**src/core/vr_protect_pkg.sv**
```systemverilog
// Constants, register map and state codes for the regulator supervision block
package vr_protect_pkg;
	localparam int NRAIL      = 2;      // 0 = core rail, 1 = graphics_rail
	localparam int MV_W       = 12;     // Width of sensed voltages in mV
	localparam int REF_W      = 16;     // Width of reference in 50 uV steps
	localparam int PH_W       = 3;      // Width of a phase count
	localparam int FIELD_W    = 3;      // Width of a slew code

	// Register offsets
	localparam logic [7:0] ADDR_CURRENT_REPORT = 8'h15;
	localparam logic [7:0] ADDR_FAST_SLEW      = 8'h1C;
	localparam logic [7:0] ADDR_SLOW_SLEW      = 8'h2A;

	// Field layout of fast_slew_select
	localparam int FAST_CORE_LSB = 0;
	localparam int FAST_GFX_LSB  = 4;
	localparam logic [7:0] FAST_SLEW_RESET = 8'h22;  // Code 2 on both rails: 12 mV/us
	localparam logic [7:0] SLOW_SLEW_RESET = 8'h00;

	// Timing and slew scale
	localparam int CLK_PERIOD_NS     = 100;
	localparam int REF_LSB_UV        = 50;
	localparam int SLEW_BASE_UV_US   = 3000;   // 3 mV/us at code 0
	localparam int SLEW_STEP_UV_US   = 4500;   // 4.5 mV/us per code
	localparam logic [REF_W-1:0] SLEW_BASE_LSB =
		REF_W'(SLEW_BASE_UV_US * CLK_PERIOD_NS / 1000 / REF_LSB_UV);
	localparam logic [REF_W-1:0] SLEW_STEP_LSB =
		REF_W'(SLEW_STEP_UV_US * CLK_PERIOD_NS / 1000 / REF_LSB_UV);
	localparam int MV_TO_REF = 1000 / REF_LSB_UV;

	// Voltage codes
	localparam int VID_FIRST_MV = 250;
	localparam int VID_STEP_MV  = 5;
	localparam int BOOT_MV      = 1050;
	localparam logic [REF_W-1:0] BOOT_REF = REF_W'(BOOT_MV * MV_TO_REF);

	// Current protection thresholds
	localparam logic [MV_W-1:0] WARN_MV = MV_W'(1500);
	localparam int OCP_PCT     = 130;
	localparam int OCP_MV      = 1500 * OCP_PCT / 100;
	localparam int RATIO_DEN   = 12;
	localparam int OCP_DELAY_NS  = 10000;
	localparam int OCP_DELAY_CYC = (OCP_DELAY_NS + CLK_PERIOD_NS - 1) / CLK_PERIOD_NS;
	localparam int DLY_W         = 8;

	// Current report conversion
	localparam logic [MV_W-1:0] CURRENT_MONITOR_PIN_OFFSET_MV = MV_W'(600);
	localparam logic [MV_W-1:0] CURRENT_MONITOR_PIN_SPAN_MV   = MV_W'(1500);
	localparam logic [7:0]      REPORT_MAX     = 8'hFF;

	// Rail sequencing states
	typedef enum logic [3:0] {
		RAIL_OFF  = 4'b0001,
		RAIL_SOFT = 4'b0010,
		RAIL_RUN  = 4'b0100,
		RAIL_SHUT = 4'b1000
	} rail_state_type;
endpackage

```
**src/core/vr_current_protect_slew.sv**
```systemverilog
// Slew control, current warning, overcurrent latch and current report for two rails
`timescale 1ns/1ps
// Overview of operation
// - Driver enable output gates all external drivers
// - Non-zero boot soft start ramps at slow rate
// - Set-voltage command ramps reference at chosen rate
// - Slow rate register written by processor only
// - Unwritten slow rate equals half fast rate
// - Management bus sets per-rail fast rate
// - Fast rate 3 to 34.5, 4.5 per step
// - Fast rate resets to 12 mV/us
// - Sense above 1.5 V raises warning, alert low
// - Overcurrent trips after limit held for delay
// - Trip drops ready, tristates PWM on both rails
// - Trip on one rail shuts other rail
// - Fault cleared only by power-on or enable toggle
// - Phase count from power-state or auto setting
// - Overcurrent limit scaled by active phase ratio
// - Monitor voltage converted into rising report code
// - Monitor 600 mV reports code 00h
// - 2100 mV gives FFh, saturates above
// - Report never feeds warning or trip
module vr_current_protect_slew (
	input  wire logic                                  clk_sys,
	input  wire logic                                  nrst,
	input  wire logic                                  ce,
	input  wire logic                                  enable_pin,
	input  wire logic                                  vboot_strap,
	input  wire logic [vr_protect_pkg::PH_W-1:0]       hw_phase_strap [vr_protect_pkg::NRAIL],
	input  wire logic [vr_protect_pkg::MV_W-1:0]       summed_current_sense [vr_protect_pkg::NRAIL],
	input  wire logic [vr_protect_pkg::MV_W-1:0]       current_monitor_pin [vr_protect_pkg::NRAIL],
	input  wire logic                                  set_voltage_command,
	input  wire logic                                  svc_rail,
	input  wire logic [7:0]                            svc_vid,
	input  wire logic                                  svc_fast,
	input  wire logic                                  set_power_state_command,
	input  wire logic                                  sps_rail,
	input  wire logic [vr_protect_pkg::PH_W-1:0]       sps_phases,
	input  wire logic                                  proc_wr,
	input  wire logic                                  proc_rd,
	input  wire logic [7:0]                            proc_addr,
	input  wire logic [7:0]                            proc_wdata,
	input  wire logic                                  proc_rail,
	output logic      [7:0]                            proc_rdata,
	input  wire logic                                  mgmt_wr,
	input  wire logic                                  mgmt_rd,
	input  wire logic [7:0]                            mgmt_addr,
	input  wire logic [7:0]                            mgmt_wdata,
	output logic      [7:0]                            mgmt_rdata,
	input  wire logic                                  auto_phase_wr,
	input  wire logic                                  auto_rail,
	input  wire logic [vr_protect_pkg::PH_W-1:0]       auto_phases,
	output logic                                       driver_enable_out,
	output logic                                       regulator_ready,
	output logic                                       alert_n,
	output logic      [vr_protect_pkg::NRAIL-1:0]      max_current_warning,
	output logic      [vr_protect_pkg::NRAIL-1:0]      ocp_fault,
	output logic      [vr_protect_pkg::NRAIL-1:0]      pwm_hiz,
	output logic      [vr_protect_pkg::REF_W-1:0]      reference [vr_protect_pkg::NRAIL]
);

	localparam int NRAIL = vr_protect_pkg::NRAIL;
	localparam int MV_W  = vr_protect_pkg::MV_W;
	localparam int REF_W = vr_protect_pkg::REF_W;
	localparam int PH_W  = vr_protect_pkg::PH_W;
	localparam int DLY_W = vr_protect_pkg::DLY_W;
	localparam logic [DLY_W-1:0] DELAY_LAST = DLY_W'(vr_protect_pkg::OCP_DELAY_CYC - 1);

	////////////////////////////////////////////////////////////////////////////
	// Helper functions

	// Reference level for a voltage code, in 50 uV steps
	function automatic logic [REF_W-1:0] vid_to_ref(input logic [7:0] vid);
		int mv;
		mv = vr_protect_pkg::VID_FIRST_MV + vr_protect_pkg::VID_STEP_MV * (int'(vid) - 1);
		if (vid == 8'h00)
			return '0;
		return REF_W'(mv * vr_protect_pkg::MV_TO_REF);
	endfunction

	// Limit ratio numerator over twelfths, by hardware and active phases
	function automatic int ratio_num(input logic [PH_W-1:0] hw, input logic [PH_W-1:0] act);
		int num;
		num = vr_protect_pkg::RATIO_DEN;
		unique case ({hw, act})
			{3'd4, 3'd3}: num = 9;
			{3'd4, 3'd2}: num = 7;
			{3'd4, 3'd1}: num = 5;
			{3'd3, 3'd2}: num = 8;
			{3'd3, 3'd1}: num = 5;
			{3'd2, 3'd1}: num = 7;
			default:      num = vr_protect_pkg::RATIO_DEN;
		endcase
		return num;
	endfunction

	////////////////////////////////////////////////////////////////////////////
	// Pin synchronisers

	localparam int SYNC_W = 2 + NRAIL * (PH_W + 2 * MV_W);
	logic [SYNC_W-1:0] pins_raw;
	logic [SYNC_W-1:0] pins_meta;
	logic [SYNC_W-1:0] pins_sync;

	assign pins_raw = {enable_pin, vboot_strap,
		hw_phase_strap[1], hw_phase_strap[0],
		summed_current_sense[1], summed_current_sense[0],
		current_monitor_pin[1], current_monitor_pin[0]};

	// Two-flop capture, running through reset so straps have settled at release
	always_ff @(posedge clk_sys)
	begin
		if (ce)
		begin
			pins_meta <= pins_raw;
			pins_sync <= pins_meta;
		end
	end

	logic                  en_s;
	logic                  vboot_s;
	logic [PH_W-1:0]       hw_s    [NRAIL];
	logic [MV_W-1:0]       summed_current_sense_s  [NRAIL];
	logic [MV_W-1:0]       current_monitor_pin_s  [NRAIL];

	assign {en_s, vboot_s, hw_s[1], hw_s[0], summed_current_sense_s[1], summed_current_sense_s[0], current_monitor_pin_s[1], current_monitor_pin_s[0]} = pins_sync;

	////////////////////////////////////////////////////////////////////////////
	// Straps, enable edges and shared fault

	logic strap_taken;
	logic vboot_nonzero;
	logic en_prev;
	logic en_toggle;
	logic fault_any;

	assign en_toggle = en_s ^ en_prev;
	assign fault_any = |ocp_fault;

	// Boot strap caught once after reset release
	always_ff @(posedge clk_sys or negedge nrst)
	begin
		if (!nrst)
		begin
			strap_taken   <= 1'b0;
			vboot_nonzero <= 1'b0;
			en_prev       <= 1'b0;
		end
		else if (ce)
		begin
			en_prev <= en_s;
			if (!strap_taken)
			begin
				strap_taken   <= 1'b1;
				vboot_nonzero <= vboot_s;
			end
		end
	end

	////////////////////////////////////////////////////////////////////////////
	// Slew registers

	logic [7:0] fast_slew_select;
	logic [7:0] slow_slew_select;
	logic       slow_written;
	wire        proc_wr_slow = proc_wr && proc_addr == vr_protect_pkg::ADDR_SLOW_SLEW;
	wire        mgmt_wr_fast = mgmt_wr && mgmt_addr == vr_protect_pkg::ADDR_FAST_SLEW;

	// Fast rate from management side, slow rate from processor side only
	always_ff @(posedge clk_sys or negedge nrst)
	begin
		if (!nrst)
		begin
			fast_slew_select <= vr_protect_pkg::FAST_SLEW_RESET;
			slow_slew_select <= vr_protect_pkg::SLOW_SLEW_RESET;
			slow_written     <= 1'b0;
		end
		else if (ce)
		begin
			if (mgmt_wr_fast)
				fast_slew_select <= mgmt_wdata;
			if (proc_wr_slow)
			begin
				slow_slew_select <= proc_wdata;
				slow_written     <= 1'b1;
			end
		end
	end

	////////////////////////////////////////////////////////////////////////////
	// Per-rail logic

	logic [7:0]                      report       [NRAIL];
	logic [NRAIL-1:0]                warn_next;
	logic [NRAIL-1:0]                rail_run;

	generate
		for (genvar r = 0; r < NRAIL; r++)
		begin : g_rail
			localparam int FLSB = (r == 0) ? vr_protect_pkg::FAST_CORE_LSB : vr_protect_pkg::FAST_GFX_LSB;
			vr_protect_pkg::rail_state_type state;
			vr_protect_pkg::rail_state_type next_state;
			logic [REF_W-1:0] target;
			logic             use_fast;
			logic [PH_W-1:0]  hw_phases;
			logic [PH_W-1:0]  act_phases;
			logic [DLY_W-1:0] dly_cnt;
			// Rate steps per clock in 50 uV units
			wire [vr_protect_pkg::FIELD_W-1:0] fast_code = fast_slew_select[FLSB +: vr_protect_pkg::FIELD_W];
			wire [REF_W-1:0] fast_step = vr_protect_pkg::SLEW_BASE_LSB +
				REF_W'(vr_protect_pkg::SLEW_STEP_LSB * fast_code);
			wire [REF_W-1:0] slow_step = slow_written ?
				vr_protect_pkg::SLEW_BASE_LSB + REF_W'(vr_protect_pkg::SLEW_STEP_LSB * slow_slew_select[2:0])
				: (fast_step >> 1);
			wire [REF_W-1:0] step = (state == vr_protect_pkg::RAIL_RUN && use_fast) ? fast_step : slow_step;
			// Ramp toward target, never past it
			wire [REF_W:0]   up_sum   = {1'b0, reference[r]} + {1'b0, step};
			wire [REF_W-1:0] ramp_up  = (up_sum >= {1'b0, target}) ? target : up_sum[REF_W-1:0];
			wire [REF_W-1:0] ramp_dn  = (reference[r] - target <= step) ? target : reference[r] - step;
			wire [REF_W-1:0] next_ref = (reference[r] < target) ? ramp_up : ramp_dn;
			// Phase-scaled limit and comparators
			wire [23:0] limit_full = 24'(vr_protect_pkg::OCP_MV * ratio_num(hw_phases, act_phases)
				/ vr_protect_pkg::RATIO_DEN);
			wire        over_limit = {12'h000, summed_current_sense_s[r]} > limit_full;
			wire        over_warn  = summed_current_sense_s[r] > vr_protect_pkg::WARN_MV;
			wire        live       = state == vr_protect_pkg::RAIL_SOFT || state == vr_protect_pkg::RAIL_RUN;
			wire        trip       = live && over_limit && dly_cnt == DELAY_LAST;
			// Monitor voltage to 8-bit report
			wire [MV_W-1:0] current_monitor_pin_d   = current_monitor_pin_s[r] - vr_protect_pkg::CURRENT_MONITOR_PIN_OFFSET_MV;
			wire [19:0]     current_monitor_pin_mul = 20'(current_monitor_pin_d) * 20'(255);
			wire [7:0]      next_rep = (current_monitor_pin_s[r] <= vr_protect_pkg::CURRENT_MONITOR_PIN_OFFSET_MV) ? 8'h00 :
				(current_monitor_pin_d >= vr_protect_pkg::CURRENT_MONITOR_PIN_SPAN_MV) ? vr_protect_pkg::REPORT_MAX :
				8'(current_monitor_pin_mul / 20'(vr_protect_pkg::CURRENT_MONITOR_PIN_SPAN_MV));
			// Phase command from either bus, clamped to hardware count
			wire             ps_hit   = set_power_state_command && sps_rail == 1'(r);
			wire             ap_hit   = auto_phase_wr && auto_rail == 1'(r);
			wire [PH_W-1:0]  ph_req   = ps_hit ? sps_phases : auto_phases;
			wire [PH_W-1:0]  ph_clamp = (ph_req > hw_phases) ? hw_phases :
				(ph_req == '0) ? PH_W'(1) : ph_req;
			wire             svc_hit  = set_voltage_command && svc_rail == 1'(r);

			// Sequencing decision
			always_comb
			begin
				next_state = state;
				unique case (state)
					vr_protect_pkg::RAIL_OFF:
						if (en_s && strap_taken && !fault_any)
							next_state = vboot_nonzero ? vr_protect_pkg::RAIL_SOFT : vr_protect_pkg::RAIL_RUN;
					vr_protect_pkg::RAIL_SOFT:
						if (reference[r] == target)
							next_state = vr_protect_pkg::RAIL_RUN;
					vr_protect_pkg::RAIL_RUN:
						;
					vr_protect_pkg::RAIL_SHUT:
						if (!en_s)
							next_state = vr_protect_pkg::RAIL_OFF;
				endcase
				if (fault_any || trip)
					next_state = vr_protect_pkg::RAIL_SHUT;
				else if (!en_s)
					next_state = vr_protect_pkg::RAIL_OFF;
			end

			// State, target and reference
			always_ff @(posedge clk_sys or negedge nrst)
			begin
				if (!nrst)
				begin
					state        <= vr_protect_pkg::RAIL_OFF;
					target       <= '0;
					use_fast     <= 1'b0;
					reference[r] <= '0;
				end
				else if (ce)
				begin
					state <= next_state;
					if (state == vr_protect_pkg::RAIL_OFF)
					begin
						target       <= vboot_nonzero ? vr_protect_pkg::BOOT_REF : '0;
						use_fast     <= 1'b0;
						reference[r] <= '0;
					end
					else if (state == vr_protect_pkg::RAIL_RUN && svc_hit)
					begin
						target   <= vid_to_ref(svc_vid);
						use_fast <= svc_fast;
					end
					if (live)
						reference[r] <= next_ref;
				end
			end

			// Phase counts
			always_ff @(posedge clk_sys or negedge nrst)
			begin
				if (!nrst)
				begin
					hw_phases  <= PH_W'(1);
					act_phases <= PH_W'(1);
				end
				else if (ce)
				begin
					if (!strap_taken)
					begin
						hw_phases  <= hw_s[r];
						act_phases <= hw_s[r];
					end
					else if (ps_hit || ap_hit)
						act_phases <= ph_clamp;
				end
			end

			// Fault delay, latch, warning and report
			always_ff @(posedge clk_sys or negedge nrst)
			begin
				if (!nrst)
				begin
					dly_cnt                <= '0;
					ocp_fault[r]           <= 1'b0;
					max_current_warning[r] <= 1'b0;
					report[r]              <= 8'h00;
				end
				else if (ce)
				begin
					dly_cnt                <= (live && over_limit && dly_cnt != DELAY_LAST) ? dly_cnt + 1'b1 : '0;
					ocp_fault[r]           <= trip | (ocp_fault[r] & ~en_toggle);
					max_current_warning[r] <= over_warn;
					report[r]              <= next_rep;
				end
			end

			assign rail_run[r] = state == vr_protect_pkg::RAIL_RUN;
			assign warn_next[r] = over_warn;
		end
	endgenerate

	////////////////////////////////////////////////////////////////////////////
	// Pin outputs and register reads

	wire next_drv   = en_s && strap_taken && !fault_any;
	wire next_ready = &rail_run && !fault_any;

	wire [7:0] proc_sel =
		(proc_addr == vr_protect_pkg::ADDR_CURRENT_REPORT) ? report[proc_rail] :
		(proc_addr == vr_protect_pkg::ADDR_SLOW_SLEW)      ? slow_slew_select : 8'h00;
	wire [7:0] mgmt_sel =
		(mgmt_addr == vr_protect_pkg::ADDR_FAST_SLEW)      ? fast_slew_select :
		(mgmt_addr == vr_protect_pkg::ADDR_SLOW_SLEW)      ? slow_slew_select : 8'h00;

	// Registered outputs
	always_ff @(posedge clk_sys or negedge nrst)
	begin
		if (!nrst)
		begin
			driver_enable_out <= 1'b0;
			regulator_ready   <= 1'b0;
			alert_n           <= 1'b1;
			pwm_hiz           <= '1;
			proc_rdata        <= 8'h00;
			mgmt_rdata        <= 8'h00;
		end
		else if (ce)
		begin
			driver_enable_out <= next_drv;
			regulator_ready   <= next_ready;
			alert_n           <= ~|warn_next;
			pwm_hiz           <= {NRAIL{fault_any || !en_s}} | ~{NRAIL{strap_taken}};
			if (proc_rd)
				proc_rdata <= proc_sel;
			if (mgmt_rd)
				mgmt_rdata <= mgmt_sel;
		end
	end

endmodule

```
**config.mk**
```make
export PLATFORM = sky130hd
export DESIGN_NAME = vr_current_protect_slew
export DESIGN_NICKNAME = d
export VERILOG_FILES = /design/src/core/vr_protect_pkg.sv /design/src/core/vr_current_protect_slew.sv
export SDC_FILE = /design/constraint.sdc
export NUM_CORES = 1
export LEC_CHECK = 0
export BUFFER_PORTS_ARGS = -buffer_cell sky130_fd_sc_hd__buf_4
export CAP_MARGIN = 20
export CORE_AREA = 2 2 335 337
export CTS_BUF_LIST = sky130_fd_sc_hd__clkbuf_2 sky130_fd_sc_hd__clkbuf_4 sky130_fd_sc_hd__clkbuf_8
export CTS_CLUSTER_DIAMETER = 150
export DETAILED_ROUTE_END_ITERATION = 12
export DIE_AREA = 0 0 337 339
export PLACE_DENSITY = 0.42
export SYNTH_ARGS = -nofsm -noshare
export SYNTH_HDL_FRONTEND = slang
export SYNTH_SLANG_ARGS = --single-unit
```
**constraint.sdc**
```tcl
create_clock -name clk_sys -period 41.4 [get_ports clk_sys]
set_input_delay 8.28 -clock clk_sys [delete_from_list [all_inputs] [get_ports clk_sys]]
set_output_delay 8.28 -clock clk_sys [all_outputs]
set_load 0.05 [all_outputs]
```
==> results.md, run 1 <==
* DIE WIDTH at 337 µm
* Ys flop type: dfrtp_1
* Sequential area share after synthesis at 22.2%
* FF+latch count, synth at 270
* CP Data Required Time at 41.98 ns
* Critical path class: reg -> reg
* Commonest non-fill, non-tap cells in the layout: 331 x inv_1, 328 x nor2_1, 310 x ha_1
* Asr flop ratio synth at 58.5%
* WP data arrival at 15.97 ns
* Cells after Synth at 3,912
* Most common cell on crit path: fa_1
* DRT iter0 DRCs at 1,745
* Clock tree root buffer cell: clkbuf_8
* Worst Setup Start Kind: register
* Layout area overhead at 12.0%
* Vias in the first global route at 28,800
* Final min period at 15.39 ns
* Final ANT Viol Nets at 0
* Clock transition at path regs at 0.07 ns
* CTS H-tree lvls at 2
* Gpl congestion at 0.845
* Pin count of the biggest net entering global routing at 79
* GRT Total Usage at 17.2%
* Starting density of the core at 29.9%
* Clk sinks at 270
* Die height at 339 µm
* Detailed Route WL at 99.6 mm
* Multi-input logic area at 23,900 µm²
* Filler cell count at 11,700
* Top Ports at 174
* Final-report hold violation count at 0
* Commonest non-fill, non-tap cell in the layout: inv_1
* Post-route DRC at 0
* Post-CTS Hold Fix Bufs at 0
* Fmax at 65.0 MHz
* Highest net fanout along the worst path at 13
* First-pass GRT wire length at 160 mm
* # setup viols final at 0
* RSZ-0062 raised after global routing: no
* Max Cap Viol at 0
* CP endpoint kind: register
* Yosys warns at 0
* Clock buffer depth at 3
* Slew headroom at 31.7%
* Via count at 29,100
* Congestion Overflow GR at 0
* Initial antenna violation count at 3
* TritonCTS clock tree: built
* Worst min-delay path class: reg -> reg
* Clock network latency to the later pin of the worst-skew pair at 0.68 ns
* Distinct cells, synth at 135
* Site Rows at 122
* Number of synthesized flops with an enable pin at 112
* Slowest CP cell: a2111oi_0
* CTS resizes at 0
* I/O Buffers at 173
* Status: complete, no violations
* Worst slew pin tran at 1.02 ns
* Mapped cell area at 33,000 µm²
* Drt wl/cell at 17.8 µm
* Initial DRT Pass Iterations at 6
* Max-slew violation count at 0
* Detailed placer's ending HPWL at 80.0 mm
* Die area at 114,000 µm²
* CTS Buf Count at 50
* Clk_skew at 0.0363 ns
* Share of cells above drive strength 1 at 11.4%
* Max stage delay on crit path at 0.82 ns
* Nets at 4,593
* Drt via density at 5.20
* Final setup TNS at 0 ns
* Mapped Avg Cell Area at 8.43 µm²
* Post-CTS Setup Bufs at 0
* Fin crit share at 37.2%
* Sequential cell area at 7330 µm²
* Core Footprint at 110,000 µm²
-- synth_stat cells (22+ instances only) --
library cell / instances / area [µm²]
a211oi_1: 42 / 315
a21o_1: 95 / 713
a21oi_1: 264 / 1320
a221oi_1: 31 / 272
a22o_1: 22 / 193
a31oi_1: 48 / 300
and2_1: 34 / 213
and3_1: 28 / 175
clkbuf_1: 96 / 360
dfrtp_1: 148 / 3700
edfxtp_1: 112 / 3360
fa_1: 111 / 2220
ha_1: 310 / 3880
inv_1: 331 / 1240
mux2_2: 37 / 417
mux2i_1: 51 / 510
nand2_1: 300 / 1130
nand2b_1: 46 / 288
nand3_1: 91 / 455
nand4_1: 55 / 344
nor2_1: 328 / 1230
nor2b_1: 39 / 244
nor3_1: 82 / 410
nor4_1: 29 / 181
o211ai_1: 41 / 308
o21a_1: 43 / 323
o21ai_0: 247 / 1240
o21bai_1: 34 / 255
o22ai_1: 24 / 150
o2bb2ai_1: 22 / 193
o31ai_1: 25 / 188
or2_2: 30 / 188
or3_1: 35 / 219
xnor2_1: 168 / 1470
xor2_1: 95 / 832
-- cell type report --
type / instances / area share (%)
clock inverter: 24 / 0.386
multi-input combinational: 3189 / 64.8
sequential: 270 / 19.9
clock buffer: 68 / 2.26
antenna: 1 / 0.00678
timing repair buffer: 208 / 4.26
tap: 1488 / 5.04
inverter: 336 / 3.42
-- state kept, by name, summed over array words and instances, names as in the netlist, 8 cells and up --
register / count
fast_slew_select: 8
pins_meta: 56
mgmt_rdata: 8
g_rail.dly_cnt: 16
reference: 32
g_rail.state: 8
report: 16
g_rail.target: 28
pins_sync: 56
slow_slew_select: 8
proc_rdata: 8
-- final timing paths --
check | from | slack (ns) | end | cells after the start
worst max-delay path | pins_sync[16] | 26.01 | report[0] | 44
worst min-delay path | pins_meta[13] | 0.40 | pins_sync[13] | 0
worst max register to register | pins_sync[16] | 26.01 | report[0] | 44
worst min register to register | pins_meta[13] | 0.40 | pins_sync[13] | 0
max in group asynchronous | nrst | 32.66 | reference[27] | 2
min in group asynchronous | nrst | 7.51 | reference[11] | 1
-- metal layers --
metal / vias to the layer above / global-route usage, % / wire (µm)
li1: 14600 / - / -
met1: 13800 / 24.7 / 49600
met2: 481 / 27.4 / 44600
met3: 96 / 2.55 / 3920
met4: 2 / 3.09 / 1470
met5: - / 0 / 16
-- critical path, delay by kind of cell (launching register included) --
| family | cells | cell delay, ns |
|---|---|---|
| flip-flops | 1 | 0.53 |
| AO/OA/AOI/OAI | 22 | 7.81 |
| buffers and inverters | 3 | 0.31 |
| AND/OR/NAND/NOR | 10 | 2.73 |
| multiplexers | 1 | 0.33 |
| adder cells (fa/ha/maj) | 6 | 2.75 |
| XOR/XNOR | 2 | 0.79 |
-- stage by stage --
stage | worst slack (ns) | util, % | hold slack (ns) | instance area (µm²) | cells
5_1_grt | 24.64 | 33.4 | 0.405 | 36900 | 5584
6_report | 26.01 | 33.4 | 0.403 | 36900 | 5584
4_1_cts | 25.86 | 33.4 | 0.383 | 36900 | 5581
3_3_place_gp | 25.91 | 32.5 | 0.401 | 35900 | 5486
3_5_place_dp | 26.00 | 32.5 | 0.405 | 35900 | 5489
2_1_floorplan | 28.40 | - | 0.400 | 33000 | 3913
-- cell families (layout without fill, tap and decap cells) --
family,count (synthesis),in the layout,share of synthesized area [%]
AOI/OAI and AO/OA,1215,1215,25.6
xor gates and xnor gates,269,269,7.28
adders and majority gates,426,426,18.7
buffers and inverters,454,636,5.35
DFF,270,270,22.2
muxes,92,92,2.98
other,1,3,0.0114
and+or+nand+nor,1185,1185,17.8
Power of run 1 is left out: the tool's default activity adds up to more than one toggle a clock period on the data nets, which glitch-free logic cannot reach.
==> run 2: changes to the inputs <==
PLACE_DENSITY = 0.43   (was 0.42)
clock period = 13.23 ns   (was 41.4 ns; I/O delays follow)
==> results.md, run 2 (synthesis gave the netlist of run 1 again) <==
* Clock network latency to the later pin of the worst-skew pair at 0.72 ns (+0.04 ns)
* Starting density of the core at 29.9% (unchanged)
* Max Cap Viol at 0 (unchanged)
* Drt wl/cell at 17.5 µm (-2.1%)
* Share of cells above drive strength 1 at 19.4% (+8.1 points)
* Die height at 339 µm (unchanged)
* DRT iter0 DRCs at 1,670 (-4.3%)
* Post-route DRC at 0 (unchanged)
* Clock buffer depth at 3 (unchanged)
* Drt via density at 5.17 (-0.53%)
* Core Footprint at 110,000 µm² (unchanged)
* Max-slew violation count at 0 (unchanged)
* Critical path class: reg -> reg
* Final setup margin at 0.667 ns (-25.35 ns)
* Fmax at 79.6 MHz (+22%)
* Multi-input logic area at 24,800 µm² (+3.6%)
* Clock tree root buffer cell: clkbuf_8
* Worst min-delay path class: reg -> reg
* Clk sinks at 270 (unchanged)
* Nets at 4,849 (+5.6%)
* Detailed placer's ending HPWL at 81.6 mm (+2.0%)
* Slowest CP cell: fa_1
* CTS H-tree lvls at 2 (unchanged)
* CP endpoint kind: register
* Post-CTS Hold Fix Bufs at 0 (unchanged)
* Final setup TNS at 0 ns (unchanged)
* # setup viols final at 0 (unchanged)
* Status: complete, no violations
* Fin crit share at 95.0% (+58 points)
* Highest net fanout along the worst path at 8 (-5)
* Vias in the first global route at 29,500 (+2.4%)
* Commonest non-fill, non-tap cell in the layout: buf_4
* GRT Total Usage at 17.4% (+0.22 points)
* Largest registers: pins_meta x56, pins_sync x56, reference x32
* Via count at 30,300 (+4.1%)
* Pin count of the biggest net entering global routing at 57 (-28%)
* Setup WS pre-CTS at 0.0519 ns (-25.95 ns)
* Commonest non-fill, non-tap cells in the layout: 452 x buf_4, 330 x inv_1, 322 x nor2_1
* Util after Layout at 36.2% (+2.7 points)
* Final ANT Viol Nets at 0 (unchanged)
* Max stage delay on crit path at 0.62 ns (-0.20 ns)
* Filler cell count at 11,500 (-2.2%)
* Congestion Overflow GR at 0 (unchanged)
* Site Rows at 122 (unchanged)
* WP data arrival at 13.14 ns (-2.83 ns)
* CP Data Required Time at 13.80 ns (-28.18 ns)
* CTS Buf Count at 56 (+12%)
* Worst hold margin at 0.394 ns (-0.00902 ns)
* I/O Buffers at 173 (unchanged)
* Clock transition at path regs at 0.07 ns (about the same)
* Die area at 114,000 µm² (unchanged)
* Worst Setup Start Kind: register
* Clk_skew at 0.0750 ns (+0.0386 ns)
* Final-report hold violation count at 0 (unchanged)
* Final min period at 12.56 ns (-2.82 ns)
* Initial antenna violation count at 5 (+2)
* Sequential cell area at 7330 µm² (unchanged)
* Top Ports at 174 (unchanged)
* Detailed Route WL at 102 mm (+2.5%)
* DIE WIDTH at 337 µm (unchanged)
* Slew headroom at 29.6% (-2.1 points)
* Initial DRT Pass Iterations at 7 (+1)
* Layout area overhead at 21.1%
* First-pass GRT wire length at 162 mm (+1.4%)
* TritonCTS clock tree: built
* Gpl congestion at 0.850 (+0.63%)
* Worst slew pin tran at 1.05 ns (+0.0273 ns)
[run 2: changes by cell type in the layout (fill, tap and decap cells not counted), moves of 8 or more]
| cell | before | now |
|---|---|---|
| buf_4 | 204 | 452 |
| a21oi_2 | 4 | 18 |
| o21ai_0 | 247 | 238 |
| nor3_1 | 81 | 73 |
| a21oi_1 | 264 | 247 |
[run 2: layout make-up]
type                    instances  area share, %
repair buffers                456           8.64
diodes                          3         0.0188
multi-input cells            3191           62.1
clock inverters                28          0.768
flip-flops and latches        270           18.4
inverters                     336           3.16
well taps                    1488           4.67
clock buffers                  74           2.29
[run 2: worst max-delay path, delay by kind of cell, from the launching register on]
kind,cells,cell delay (ns)
AOI/OAI and AO/OA,21,4.14
xor gates and xnor gates,1,0.17
adders and majority gates,5,2.49
buffers and inverters,8,1.14
DFF,1,0.43
muxes,3,0.78
and+or+nand+nor,11,3.30
[run 2: timing repair]
item,CTS,global route
gates resized for setup,0,167
buffers inserted,0,33
endpoints found under the setup margin,0,31
[run 2: layer usage]
| metal | share of wire, % | GRT usage, % | up-vias | wire length, µm |
|---|---|---|---|---|
| met5 | 0.029 | 0 | - | 30 |
| met4 | 2.1 | 4.18 | 4 | 2120 |
| met3 | 4.8 | 2.83 | 130 | 4900 |
| met2 | 45 | 28.0 | 614 | 46400 |
| met1 | 48 | 24.2 | 14400 | 48600 |
| li1 | - | - | 15200 | - |
[run 2: stage by stage]
| step | cells | instance area [µm²] |
|---|---|---|
| 2_1_floorplan | 3913 | 33000 |
| 3_3_place_gp | 5703 | 37500 |
| 3_5_place_dp | 5703 | 37500 |
| 4_1_cts | 5805 | 38700 |
| 5_1_grt | 5844 | 39900 |
| 6_report | 5846 | 39900 |
[run 2: worst paths after layout]
| path | start | to | slack (ns) | depth (start not counted) |
|---|---|---|---|---|
| max in group asynchronous | nrst | g_rail[1].dly_cnt[1] | 10.07 | 2 |
| hold reg to reg | pins_meta[13] | pins_sync[13] | 0.39 | 0 |
| hold / removal | pins_meta[13] | pins_sync[13] | 0.39 | 0 |
| setup reg to reg | pins_sync[3] | report[8] | 0.67 | 49 |
| min in group asynchronous | nrst | reference[15] | 1.90 | 1 |
| setup / recovery | pins_sync[3] | report[8] | 0.67 | 49 |
Power of run 2 is left out for the same reason.
